### config.mk
export PLATFORM = sky130hd
export DESIGN_NAME = dac_top
export DESIGN_NICKNAME = d
export VERILOG_FILES = /design/src/hdl/dac_pkg.sv /design/src/hdl/dac_class_decode.sv /design/src/hdl/dac_top.sv
export SDC_FILE = /design/constraint.sdc
export NUM_CORES = 1
export LEC_CHECK = 0
export ABC_AREA = 1
export BUFFER_PORTS_ARGS = -buffer_cell sky130_fd_sc_hd__buf_4
export CORE_MARGIN = 5
export CORE_UTILIZATION = 45
export DETAILED_ROUTE_END_ITERATION = 8
export GPL_ROUTABILITY_DRIVEN = 0
export GPL_TIMING_DRIVEN = 0
export PLACE_DENSITY = 0.62
export REMOVE_ABC_BUFFERS = 1
export SYNTH_ARGS = -nofsm -noshare
export SYNTH_HDL_FRONTEND = slang
export SYNTH_SLANG_ARGS = --single-unit
### constraint.sdc
create_clock -name clk_i -period 4.3 [get_ports clk_i]
set_input_delay 0.215 -clock clk_i [delete_from_list [all_inputs] [get_ports clk_i]]
set_output_delay 0.215 -clock clk_i [all_outputs]
set_load 0.01 [all_outputs]
### src/hdl/dac_pkg.sv
/*
  Constants for the drive address echo and command acceptance block:
  task file offsets, field positions, command classes and timing.
  Assumes a 20 MHz core clock.
*/
package dac_pkg;

  localparam int CLK_PERIOD_NS = 50;

  // Offsets on the 4-bit register address
  localparam logic [3:0] OFS_DRIVE_HEAD  = 4'h6;
  localparam logic [3:0] OFS_STATUS_CMD  = 4'h7;
  localparam logic [3:0] OFS_ALT_STATUS  = 4'he;
  localparam logic [3:0] OFS_DRIVE_ADDR  = 4'hf;

  // Drive/head register fields
  localparam int DH_DRV_BIT   = 4;
  localparam int DH_HEAD_LSB  = 0;
  localparam int DH_HEAD_MSB  = 3;
  localparam logic [7:0] DH_RESET = 8'ha0;

  // Drive address register fields
  localparam int DA_WIP_BIT   = 6;
  localparam int DA_HEAD_LSB  = 2;
  localparam int DA_HEAD_MSB  = 5;
  localparam int DA_DS1_BIT   = 1;
  localparam int DA_DS0_BIT   = 0;

  // Status register fields
  localparam int ST_BUSY_BIT  = 7;
  localparam int ST_RDY_BIT   = 6;
  localparam int ST_DSC_BIT   = 4;
  localparam int ST_DRQ_BIT   = 3;
  localparam int ST_ERR_BIT   = 0;

  localparam logic [7:0] BYTE_ZERO = 8'h00;

  typedef enum logic [1:0] {
    DAC_CLASS_1 = 2'b01,
    DAC_CLASS_2 = 2'b10,
    DAC_CLASS_3 = 2'b11
  } dac_class_e;

  // Opcodes that accept with a write buffer set up
  localparam logic [7:0] OP_FORMAT_TRACK   = 8'h50;
  localparam logic [7:0] OP_WRITE_BUFFER   = 8'he8;
  localparam logic [7:0] OP_WRITE_LONG_A   = 8'h32;
  localparam logic [7:0] OP_WRITE_LONG_B   = 8'h33;
  localparam logic [7:0] OP_WRITE_SEC_A    = 8'h30;
  localparam logic [7:0] OP_WRITE_SEC_B    = 8'h31;
  localparam logic [7:0] OP_WRITE_NOERASE  = 8'h38;
  localparam logic [7:0] OP_WRITE_VERIFY   = 8'h3c;
  localparam logic [7:0] OP_WRITE_MULT     = 8'hc5;
  localparam logic [7:0] OP_WRITE_MULT_NE  = 8'hcd;

  // Timing limits as printed and derived cycle counts (longest: round down)
  localparam int BUSY_MAX_NS   = 400;
  localparam int BUSY_MAX_CYC  = BUSY_MAX_NS / CLK_PERIOD_NS;
  localparam int DRQ2_MAX_US   = 700;
  localparam int DRQ2_MAX_CYC  = (DRQ2_MAX_US * 1000) / CLK_PERIOD_NS;
  localparam int DRQ3_MAX_MS   = 20;
  localparam int DRQ3_MAX_CYC  = (DRQ3_MAX_MS * 1000000) / CLK_PERIOD_NS;

  localparam int TIMER_W = 20;

endpackage : dac_pkg

### src/hdl/dac_class_decode.sv
/*
  Registered lookup from command opcode to acceptance class.
  Assumes opcode is stable in the cycle it is sampled with en_i.
*/
`timescale 1ns/1ps
`default_nettype none
module dac_class_decode
  import dac_pkg::*;
(
  input  wire logic       clk_i,
  input  wire logic       rst_i,
  input  wire logic       ce_i,
  input  wire logic       en_i,
  input  wire logic [7:0] opcode_i,
  output var dac_class_e  class_o
);

  dac_class_e class_reg;
  dac_class_e class_next;

  always_comb begin
    case (opcode_i)
      OP_FORMAT_TRACK, OP_WRITE_BUFFER, OP_WRITE_LONG_A, OP_WRITE_LONG_B,
      OP_WRITE_SEC_A, OP_WRITE_SEC_B, OP_WRITE_NOERASE,
      OP_WRITE_VERIFY: class_next = DAC_CLASS_2;
      OP_WRITE_MULT, OP_WRITE_MULT_NE: class_next = DAC_CLASS_3;
      default: class_next = DAC_CLASS_1;
    endcase
  end

  always_ff @(posedge clk_i) begin
    if (rst_i) begin
      class_reg <= DAC_CLASS_1;
    end else if (ce_i && en_i) begin
      class_reg <= class_next;
    end
  end

  assign class_o = class_reg;

endmodule : dac_class_decode
`default_nettype wire

### src/hdl/dac_top.sv
/*
  Drive address echo register and ATA command acceptance sequencer.
  Host I/O strobes, address and data arrive as asynchronous pins and are
  synchronised; back-end handshakes are on clk_i.
*/
// Function
// - Write-in-progress bit reads 0 during a write, else 1.
// - Bits 5..2 return inverted head-select bits 3..0 of drive/head.
// - Drive-one select bit reads 0 only when drive 1 active and selected.
// - Drive-zero select bit reads 0 only when drive 0 active and selected.
// - Class 1 command: busy asserted within 400 ns of the write.
// - Class 2: busy 400 ns, data request within 700 us, busy drops.
// - Class 3: busy 400 ns, data request within 20 ms, busy drops.
// - Drive/head low nibble holds head number or block address 27..24.
// - Busy is status bit 7; command register locked out while set.
// - Data request, status bit 3, set when data must move.
`timescale 1ns/1ps
`default_nettype none
module dac_top
  import dac_pkg::*;
#(
  parameter int DRQ2_LIMIT = DRQ2_MAX_CYC,
  parameter int DRQ3_LIMIT = DRQ3_MAX_CYC
) (
  input  wire logic       clk_i,
  input  wire logic       rst_i,
  input  wire logic       ce_i,
  input  wire logic       host_iowr_n_i,
  input  wire logic       host_iord_n_i,
  input  wire logic [3:0] host_addr_i,
  input  wire logic [7:0] host_data_i,
  output logic      [7:0] host_data_o,
  output logic            host_data_oe_n_o,
  input  wire logic       card_is_drive1_i,
  input  wire logic       write_active_i,
  input  wire logic       ready_i,
  input  wire logic       buffer_ready_i,
  input  wire logic       cmd_done_i,
  input  wire logic       xfer_done_i,
  output logic            cmd_valid_o,
  output logic      [7:0] cmd_opcode_o,
  output logic      [1:0] cmd_class_o,
  output logic      [7:0] drive_head_o,
  output logic            busy_o,
  output logic            drq_o,
  output logic            err_o
);

  typedef enum logic [2:0] {
    ST_IDLE   = 3'b000,
    ST_DECODE = 3'b001,
    ST_EXEC   = 3'b010,
    ST_WAIT   = 3'b011,
    ST_XFER   = 3'b100
  } dac_state_e;

  typedef struct packed {
    logic               wr_s1;
    logic               wr_s2;
    logic               wr_last;
    logic               rd_s1;
    logic               rd_s2;
    logic         [3:0] addr_s1;
    logic         [3:0] addr_s2;
    logic         [7:0] data_s1;
    logic         [7:0] data_s2;
    logic         [7:0] dh;
    logic         [7:0] opcode;
    dac_state_e         state;
    logic               busy;
    logic               drq;
    logic               err;
    logic               cmd_valid;
    logic [TIMER_W-1:0] timer;
    logic         [7:0] rdata;
  } dac_state_s;

  localparam logic [TIMER_W-1:0] LIMIT2 = TIMER_W'(DRQ2_LIMIT);
  localparam logic [TIMER_W-1:0] LIMIT3 = TIMER_W'(DRQ3_LIMIT);
  localparam logic [TIMER_W-1:0] TIMER_ONE = TIMER_W'(1);

  dac_state_s st_reg;
  dac_state_s st_next;
  dac_class_e cls;

  logic       wr_event;
  logic       cmd_take;
  logic       drv_sel1;
  logic [7:0] drive_addr;
  logic [7:0] status;

  dac_class_decode u_class (
    .clk_i    (clk_i),
    .rst_i    (rst_i),
    .ce_i     (ce_i),
    .en_i     (cmd_take),
    .opcode_i (st_reg.data_s2),
    .class_o  (cls)
  );

  // Write taken once the synchronised strobe shows low; data set up before
  assign wr_event = st_reg.wr_s2 && !st_reg.wr_last;
  // Class latched only on an accepted command, so later writes keep it
  assign cmd_take = wr_event && !st_reg.busy && st_reg.state == ST_IDLE &&
                    st_reg.addr_s2 == OFS_STATUS_CMD;
  assign drv_sel1 = st_reg.dh[DH_DRV_BIT];

  always_comb begin
    drive_addr = BYTE_ZERO;
    drive_addr[DA_WIP_BIT] = !write_active_i;
    drive_addr[DA_HEAD_MSB:DA_HEAD_LSB] =
      ~st_reg.dh[DH_HEAD_MSB:DH_HEAD_LSB];
    drive_addr[DA_DS1_BIT] = !(drv_sel1 && card_is_drive1_i);
    drive_addr[DA_DS0_BIT] = !(!drv_sel1 && !card_is_drive1_i);
  end

  always_comb begin
    status = BYTE_ZERO;
    status[ST_BUSY_BIT] = st_reg.busy;
    status[ST_RDY_BIT]  = ready_i;
    status[ST_DSC_BIT]  = ready_i;
    status[ST_DRQ_BIT]  = st_reg.drq;
    status[ST_ERR_BIT]  = st_reg.err;
  end

  always_comb begin
    st_next = st_reg;
    st_next.wr_s1   = !host_iowr_n_i;
    st_next.wr_s2   = st_reg.wr_s1;
    st_next.wr_last = st_reg.wr_s2;
    st_next.rd_s1   = !host_iord_n_i;
    st_next.rd_s2   = st_reg.rd_s1;
    st_next.addr_s1 = host_addr_i;
    st_next.addr_s2 = st_reg.addr_s1;
    st_next.data_s1 = host_data_i;
    st_next.data_s2 = st_reg.data_s1;
    st_next.cmd_valid = 1'b0;

    case (st_reg.addr_s2)
      OFS_DRIVE_HEAD: st_next.rdata = st_reg.dh;
      OFS_STATUS_CMD,
      OFS_ALT_STATUS: st_next.rdata = status;
      OFS_DRIVE_ADDR: st_next.rdata = drive_addr;
      default:        st_next.rdata = BYTE_ZERO;
    endcase

    // Writes to the drive address offset fall through untouched
    if (wr_event && !st_reg.busy) begin
      if (st_reg.addr_s2 == OFS_DRIVE_HEAD) begin
        st_next.dh = st_reg.data_s2;
      end
    end

    case (st_reg.state)
      ST_IDLE: begin
        // Command taken only while not busy; a write under busy is dropped
        if (wr_event && !st_reg.busy &&
            st_reg.addr_s2 == OFS_STATUS_CMD) begin
          st_next.opcode = st_reg.data_s2;
          st_next.busy   = 1'b1;
          st_next.drq    = 1'b0;
          st_next.err    = 1'b0;
          st_next.state  = ST_DECODE;
        end
      end
      ST_DECODE: begin
        st_next.cmd_valid = 1'b1;
        st_next.timer = (cls == DAC_CLASS_3) ? LIMIT3 : LIMIT2;
        if (cls == DAC_CLASS_1) begin
          st_next.state = ST_EXEC;
        end else begin
          st_next.state = ST_WAIT;
        end
      end
      ST_EXEC: begin
        if (cmd_done_i) begin
          st_next.busy  = 1'b0;
          st_next.state = ST_IDLE;
        end
      end
      ST_WAIT: begin
        // Busy drops in the same cycle the data request rises
        if (buffer_ready_i) begin
          st_next.drq   = 1'b1;
          st_next.busy  = 1'b0;
          st_next.state = ST_XFER;
        end else if (st_reg.timer == TIMER_ONE) begin
          // Buffer never came: report error instead of hanging busy
          st_next.err   = 1'b1;
          st_next.busy  = 1'b0;
          st_next.state = ST_IDLE;
        end else begin
          st_next.timer = st_reg.timer - TIMER_ONE;
        end
      end
      ST_XFER: begin
        if (xfer_done_i) begin
          st_next.drq   = 1'b0;
          st_next.state = ST_IDLE;
        end
      end
      default: begin
        st_next.state = ST_IDLE;
        st_next.busy  = 1'b0;
        st_next.drq   = 1'b0;
      end
    endcase
  end

  always_ff @(posedge clk_i) begin
    if (rst_i) begin
      st_reg <= '0;
      st_reg.dh <= DH_RESET;
      st_reg.state <= ST_IDLE;
    end else if (ce_i) begin
      st_reg <= st_next;
    end
  end

  // Bit 7 is driven as zero at the drive address offset and at unused offsets; a socket adapter may cut it off
  assign host_data_o      = st_reg.rdata;
  assign host_data_oe_n_o = !st_reg.rd_s2;
  assign cmd_valid_o      = st_reg.cmd_valid;
  assign cmd_opcode_o     = st_reg.opcode;
  assign cmd_class_o      = cls;
  assign drive_head_o     = st_reg.dh;
  assign busy_o           = st_reg.busy;
  assign drq_o            = st_reg.drq;
  assign err_o            = st_reg.err;

endmodule : dac_top
`default_nettype wire

Word-level counts from Yosys, hierarchy flattened --
Index checks and enable logic that the tools add are counted.
Cells by class: bitwise gates (word level) 3, add/sub/neg operators 1, reduce and logical (&&, ||, !) cells 33, eq/ne operators 29, mux-type cells 21
Operator list (number):
- $eq A8 B6 Y1 const B | 6
- $mux W20 | 2
- $pmux W20 S2 | 1
- $eq A8 B8 Y1 const B | 3
- $pmux W8 S3 | 1
- $eq A20 B1 Y1 const B | 1
- $reduce_and A5 Y1 | 4
- $sub A20 B1 Y20 const B | 1
- $mux W19 | 1
- $pmux W3 S5 | 1
- $mux W4 | 3
- $ne A2 B2 Y1 const B | 6
- $logic_not A1 Y1 | 10
- $eq A4 B3 Y1 const B | 2
- $eq A4 B4 Y1 const B | 2
- $eq A8 B7 Y1 const B | 1
- $logic_and A1 B1 Y1 | 8
- $pmux W1 S4 | 2
- $reduce_or A2 Y1 | 4
- $reduce_or A8 Y1 | 1
- $eq A3 B2 Y1 const B | 2
- $mux W1 | 6
- $mux W6 | 1
- $reduce_and A3 Y1 | 2
- 14 further kinds | 16
Storage, ports and cells: bits in registers 82, input port bits 23, output and inout bits 31

Longest topological paths before layout --
Gate-level depths: netlist (run 1).
depth in word-level cells 6, depth in mapped cells 12, depth with buffers taken out 11

Cells and area by module --
Synthesis (run 1) repeated with hierarchy kept, for this count alone.
Unflattened totals: cell total of the unflattened synthesis 616, area, all modules 4106.4 um2
Modules (own cells, without submodules):
- dac_top | area an instance 3903.7 um2, cells each 577, instances 1, seq. area each 1601.5 um2
- dac_class_decode | area an instance 202.7 um2, cells each 39, instances 1, seq. area each 40.0 um2

Worst setup path after synthesis (run 1) --
Ideal clock, no wire load.
kind reg-to-reg, start point reg st_reg[9] (netlist name), end point reg st_reg[9] (netlist name), arrival time 1318 ps, library setup time 114 ps, setup slack 2868 ps, path buffers 0, period minus slack after synthesis 1432 ps, cell stages (with the launch flop) 11, path through dfxtp_1 inv_1 ha_1 nand2_1 nor2_1 nand3_2 nand2_2 a21oi_1 nand2_1 nand2_1 nor2_1
On the way: longest elaborated chain between the ends 4, elaborated cells on any way between the ends 7, classes of those cells add/sub: 1; eq/ne: 2; mux: 3; reduce/logical: 1
RTL lines:
- start, declared | RTL line dac_top.sv:82 | dac_state_s st_reg;
- start signal, assigned | RTL line dac_top.sv:216 | st_reg <= st_next;
- $sub A20 B1 Y20 | RTL line dac_top.sv:193 | st_next.timer = st_reg.timer - TIMER_ONE;
- $mux W20 | RTL line dac_top.sv:187 | end else if (st_reg.timer == TIMER_ONE) begin
- $mux W20 | RTL line dac_top.sv:183 | if (buffer_ready_i) begin
- $pmux W20 S2 | RTL line dac_top.sv:154 | case (st_reg.state)
Parallel ways exist; a longest one is shown, timed or not. The select of a mux whose other input is x is not followed. A chain may end at the register's enable or synchronous reset.

Worst setup path after layout (run 1) --
start point reg st_reg[34] (netlist name), end point reg st_reg[22] (netlist name)
On the way: longest elaborated chain between the ends 3, elaborated cells on any way between the ends 7, classes of those cells eq/ne: 4; mux: 1; reduce/logical: 2
RTL lines (RTL line):
- $eq A3 B2 Y1 or $eq A3 B1 Y1 (tied branches) | dac_top.sv:154
- $ne A2 B2 Y1 (no source line) or $reduce_bool A2 Y1 (tied branches)
- $reduce_and A4 Y1 (no source line)
Parallel ways exist; a longest one is shown, timed or not.

==> results of run 1 <==
layout make-up:
type	count	area (um^2)
tap	108	135
timing repair buffer	53	398
inverter	51	191
multi-input combinational	410	1910
clock buffer	9	124
fill	889	4280
sequential	82	1640
clock inverter	7	76.3
cell usage in the layout, fill, tap and decap left out, types with 3 or more instances in the layout:
cell type,n
clkbuf_8,9
nand2_1,126
xor2_1,4
a21oi_1,65
nor2_1,86
o21ai_0,60
inv_1,49
nor3_1,6
nand4_1,7
buf_4,53
o211ai_1,4
nand3_1,31
nand3_2,3
nand3b_1,3
inv_6,3
dfxtp_1,82
per-stage QoR:
step,hold slack (ns),power [mW],util,worst slack (ns),instances
4_1_cts,0.0176,1.48,0.511,2.03,720
5_1_grt,0.0176,1.53,0.511,1.87,720
6_report,0.0242,1.47,0.511,2.04,720
2_1_floorplan,0.284,0.859,-,2.69,543
3_3_place_gp,0.396,0.902,0.488,2.03,704
3_5_place_dp,0.400,0.904,0.488,2.05,704
metal layers:
layer  global-route usage  share of wire
met1                0.228           0.47
met4               0.0502         0.0097
met5                    0              0
met3               0.0370          0.044
met2                0.303           0.48
path summary, 6_finish.rpt:
path | from | end | slack (ns) | cells after the start
setup / recovery | st_reg[34]$_SDFFE_PP0P_ | st_reg[22]$_SDFFE_PP0P_ | 2.04 | 7
hold / removal | host_iowr_n_i | st_next[78]$_SDFFE_PP0P_ | 0.02 | 2
setup reg to reg | st_reg[34]$_SDFFE_PP0P_ | st_reg[22]$_SDFFE_PP0P_ | 2.04 | 7
hold reg to reg | st_reg[75]$_SDFFE_PP0P_ | st_reg[75]$_SDFFE_PP0P_ | 0.46 | 2
power by group:
group | switching [mW] | internal, mW
Clock | 0.310 | 0.274
Sequential | 0.0105 | 0.779
Combinational | 0.0621 | 0.0346
worst register-to-register path, cell delays in order, from the launching register on:
cell and delay (ns):
dfxtp_1 0.35, inv_1 0.09, nand3_2 0.28, inv_1 0.51, nand2_2 0.16, a21oi_1 0.54
nand2_1 0.11, a21oi_1 0.15
synthesized netlist by cell type:
| cell | number | area (um^2) |
|---|---|---|
| buf_4 | 26 | 195 |
| nand4_1 | 7 | 43.8 |
| or2_2 | 1 | 6.26 |
| a21oi_1 | 65 | 325 |
| nor2_2 | 1 | 6.26 |
| ha_1 | 2 | 25.0 |
| nand2_4 | 1 | 11.3 |
| nor4_1 | 2 | 12.5 |
| nor2_1 | 86 | 323 |
| nand3_2 | 3 | 30.0 |
| o22ai_1 | 1 | 6.26 |
| inv_2 | 2 | 7.51 |
| nand2_8 | 1 | 20.0 |
| nor2_4 | 1 | 11.3 |
| o211ai_1 | 4 | 30.0 |
| nand2_1 | 126 | 473 |
| clkbuf_1 | 18 | 67.6 |
| nor3_1 | 6 | 30.0 |
| buf_12 | 1 | 20.0 |
| o21ai_0 | 60 | 300 |
| a31oi_1 | 1 | 6.26 |
| nor3_2 | 1 | 10.0 |
| a21boi_0 | 1 | 7.51 |
| buf_2 | 1 | 5.00 |
| inv_1 | 49 | 184 |
| dfxtp_1 | 82 | 1640 |
| nand2_2 | 1 | 6.26 |
| clkbuf_8 | 1 | 13.8 |
| nand3_4 | 1 | 17.5 |
| nand3b_1 | 3 | 22.5 |
| nand3_1 | 31 | 155 |
| xor2_1 | 4 | 35.0 |
cell families after synthesis:
| group | after synthesis | synth area share |
|---|---|---|
| AOI/OAI and AO/OA | 132 | 0.167 |
| DFF | 82 | 0.405 |
| and+or+nand+nor | 272 | 0.291 |
| xor gates and xnor gates | 4 | 0.00865 |
| buffers and inverters | 98 | 0.122 |
| adders and majority gates | 2 | 0.00618 |
==> metrics.md, run 1 <==
| Metric | Value |
|---|---|
| Worst-Skew Late Latency | ~0.35 ns |
| Clock sink count | 82 |
| CTS clk-pin slew, worst paths | ~0.09 ns |
| RSZ-0062 raised after global routing | false |
| Yosys warning count | 0 |
| Cell family with most CP delay | compound AO/OA/AOI/OAI gates |
| Peak supply drop | about 200 uV |
| Distinct cells, synth | 32 |
| Worst Skew | around 0.013 ns |
| Largest register FFs | 37 |
| I/O pin cnt | 54 |
| Flops & latches, synth | 82 |
| Crit path max fanout | 13 |
| Postcts setup bufs | 0 |
| Max-Slew Margin vs Limit | 0.186 |
| Hold_buf cts | 0 |
| Biggest cell delay along the critical path | 0.54 ns |
| Num CTS Buffers | 9 |
| Post-route cell area | about 4500 um^2 |
| Tmin final | 2.26 ns |
| Worst path required time | around 4.6 ns |
| Vias in the first global route | about 3500 |
| Final Hold Viols | 0 |
| Overall Global Routing Usage | 0.178 |
| Cell area after synthesis | 4050 um^2 |
| CTS max path bufs | 2 |
| Site row count | 34 |
| Number of max-cap violations | 0 |
| Die Area | approximately 11000 um^2 |
| Clock root buffer | clkbuf_8 |
| Cells after Synth | just under 600 |
| Area Growth Syn to Fin | 10.7% |
| Final Max Tran Viols | 0 |
| Residual DRC | 0 |
| Crit path DAT | 2.55 ns |
| Final nets | about 630 |
| Status | completed |
| Fin crit share | 0.526 |
| Vias per std cell | 5.14 |
| First DRT Iteration DRCs | approximately 180 |
| Critical path's slowest cell | a21oi_1 |
| Grt ovf | 0 |
| Setup crit end kind | flop |
| Worst Hold Class | in2reg |
| Initial Utilization | 0.462 |
| DR vias | ~3700 |
| Largest net degree at the start of global routing | 53 |
| Initial antenna violation count | 0 |
| Post-CTS Resized | 0 |
| Critical path startpoint category | flop |
| CTS tree | yes |
| Critical path type | reg2reg |
| CP bufs+invs | 2 |
| Post-Route WL | 9770 um |
| Placed Area | around 4300 um^2 |
| Syn Area/Cell | 6.86 um^2 |
| Ant. Diodes | 0 |
| Final HPWL DP | a little under 7000 um |
| First-pass GRT wire length | 16500 um |
| Power per Cell Area | between 300 and 400 nW/um^2 |
| Port buffer count | 53 |
| Final Setup Violations | 0 |
| Layout cell share with drive strength beyond 1 | 0.134 |
| Drt pass-1 iters | 4 |
| Total core area | just under 9000 um^2 |
| Die Wd | 105 um |
| Post-DRT Antenna Nets | 0 |
| Worst Tran Pin Value | 1.22 ns |
| Register area share after synthesis | 0.405 |
| CTS HTree Levels | 3 |
| WL per Instance | about 14 um |
| Leak pwr | slightly above 2 nW |
| DIE HEIGHT | 105 um |
| Setup TNS | 0 ns |
| Fmax | between 0.4 and 0.5 GHz |
| Cell chain of the critical path | inv_1, nand3_2, inv_1, nand2_2, a21oi_1, nand2_1, a21oi_1 |
No activity file was read; power rests on OpenSTA's default activity.
==> inputs of run 2 (changes only) <==
Clock period 4.3 ns to 2.35 ns, I/O delays scaled along.
==> metrics.md, run 2 (synthesis gave the netlist of run 1 again) <==
| Metric | Value |
|---|---|
| Tmin final | 2.11 ns (was 2.26 ns) |
| Initial Utilization | 0.462 (unchanged) |
| DR vias | 3731 (was 3702) |
| Setup crit end kind | flop (unchanged) |
| Final Setup Violations | 0 (unchanged) |
| Power per Cell Area | 589 nW/um^2 (was 328 nW/um^2) |
| CP bufs+invs | 3 (was 2) |
| Worst Skew | 0.0125 ns (was 0.0126 ns) |
| CTS clk-pin slew, worst paths | 0.09 ns (about the same) |
| Worst Hold Class | in2reg (unchanged) |
| First-pass GRT wire length | 16700 um (was 16500 um) |
| Commonest non-fill, non-tap cell in the layout | nand2_1 (unchanged) |
| Crit path top cell by count | nand2_1 |
| Total core area | 8760 um^2 (unchanged) |
| Inst Count DP | 704 (unchanged) |
| Clock root buffer | clkbuf_8 (unchanged) |
| Commonest cells after routing, fill and taps aside | nand2_1 (126), nor2_1 (86), dfxtp_1 (82) (unchanged) |
| Die Wd | 105 um (unchanged) |
| Biggest cell delay along the critical path | 0.51 ns (was 0.54 ns) |
| Worst path required time | 2.59 ns (was 4.58 ns) |
| First DRT Iteration DRCs | 206 (was 183) |
| Site row count | 34 (unchanged) |
| Setup TNS | 0 ns (unchanged) |
| Vias in the first global route | 3525 (was 3467) |
| Area Growth Syn to Fin | 13.7% (was 10.7%) |
| Fillers | 868 (was 889) |
| Critical path type | reg2reg (unchanged) |
| Final HPWL DP | 6860 um (unchanged) |
| Ant. Diodes | 0 (unchanged) |
| Number of max-cap violations | 0 (unchanged) |
| Vias per std cell | 5.10 (was 5.14) |
| Fin crit share | 0.900 (was 0.526) |
| Num CTS Buffers | 9 (unchanged) |
| I/O pin cnt | 54 (unchanged) |
| Critical path startpoint category | flop (unchanged) |
| Port buffer count | 53 (unchanged) |
| Crit path DAT | 2.36 ns (was 2.55 ns) |
| Largest register FFs | 37 (unchanged) |
| Leak pwr | 2.07 nW (was 2.02 nW) |
| Clock sink count | 82 (unchanged) |
| Largest net degree at the start of global routing | 53 (unchanged) |
| Worst Tran Pin Value | 1.22 ns (about the same) |
| RSZ-0062 raised after global routing | false (unchanged) |
| CTS max path bufs | 2 (unchanged) |
| Final Hold Viols | 0 (unchanged) |
| CTS HTree Levels | 3 (unchanged) |
| Max-Slew Margin vs Limit | 0.189 (was 0.186) |
| Post-Route WL | 9820 um (was 9770 um) |
| Residual DRC | 0 (unchanged) |
| Final non-filler cell total | 732 (was 720) |
| CTS tree | yes (unchanged) |
| Critical path's slowest cell | inv_1 (was a21oi_1) |
| Cell chain of the critical path | inv_1, nand3_2, inv_1, nand2_1, nand2_1, inv_2, nand2_8, nand2_1, nand2_1, nor2_1 (was inv_1, nand3_2, inv_1, nand2_2, a21oi_1, nand2_1, a21oi_1) |
| DIE HEIGHT | 105 um (unchanged) |
| Drt pass-1 iters | 4 (unchanged) |
| Final nets | 644 (was 632) |
| Peak supply drop | 370 uV (was 199 uV) |
| Initial antenna violation count | 0 (unchanged) |
| Overall Global Routing Usage | 0.180 (was 0.178) |
| Post-DRT Antenna Nets | 0 (unchanged) |
| Fmax | 0.473 GHz (was 0.442 GHz) |
| Worst-Skew Late Latency | 0.35 ns (about the same) |
| Crit path max fanout | 18 (was 13) |
| Status | completed (unchanged) |
| Die Area | 11000 um^2 (unchanged) |
| Grt ovf | 0 (unchanged) |
| Layout Utilization | 0.525 (was 0.511) |
| Cell family with most CP delay | simple AND/OR/NAND/NOR gates (was compound AO/OA/AOI/OAI gates) |
| Layout cell share with drive strength beyond 1 | 0.133 (was 0.134) |
| Final Max Tran Viols | 0 (unchanged) |
| WL per Instance | 13.4 um (was 13.6 um) |
run 2: cell types whose count changed in the layout (fill, tap and decap cells not counted):
cell	before	now
a21oi_1	65	64
a21oi_2	0	1
dlygate4sd3_1	0	12
run 2: power breakdown:
| group | switching [mW] | internal, mW |
|---|---|---|
| clock | 0.573 | 0.501 |
| combinational | 0.117 | 0.0762 |
| sequential | 0.0193 | 1.42 |
run 2: metrics by stage:
| stage | hold WS [ns] | setup slack, ns | total power [mW] | area, um^2 |
|---|---|---|---|---|
| floorplan | 0.187 | 0.739 | 1.57 | 3750 |
| global placement | 0.298 | 0.135 | 1.65 | 4280 |
| detailed placement | 0.302 | 0.111 | 1.65 | 4280 |
| CTS | 0.000142 | 0.0818 | 2.72 | 4600 |
| global route | 0.00209 | 0.0488 | 2.81 | 4600 |
| finish | 0.00158 | 0.236 | 2.71 | 4600 |
run 2: worst paths after layout:
check	from	endpoint	slack, ns	cells after the start
setup / recovery	st_reg[34]$_SDFFE_PP0P_	st_reg[21]$_SDFFE_PP0P_	0.24	10
hold / removal	host_data_i[0]	st_next[51]$_SDFFE_PP0P_	0.002	3
setup reg to reg	st_reg[34]$_SDFFE_PP0P_	st_reg[21]$_SDFFE_PP0P_	0.24	10
hold reg to reg	st_reg[75]$_SDFFE_PP0P_	st_reg[75]$_SDFFE_PP0P_	0.46	2
run 2: timing repair:
item,CTS,global route
endpoints found under the setup margin,0,7
gates resized for setup,0,1
setup buffers,0,0
hold buffers,12,0
hold endpoints to repair,12,0
run 2: area by class of cell:
cell class	count	area [um^2]	area share
clock inverters	7	76.3	0.0166
well taps	108	135	0.0293
clock buffers	9	124	0.0269
inverters	51	191	0.0416
flip-flops and latches	82	1640	0.357
repair buffers	65	518	0.112
multi-input cells	410	1920	0.417
run 2: metal layers:
layer,up-vias,global-route usage,part of all wire
met1,1706,0.230,0.47
met5,-,0,0
li1,1956,-,-
met4,0,0.0502,0.0099
met3,10,0.0370,0.042
met2,59,0.308,0.48
run 2: worst min-delay path: stages:
cell	delay, ns
buf_4	0.08
nor2_1	0.03
nor2_1	0.09
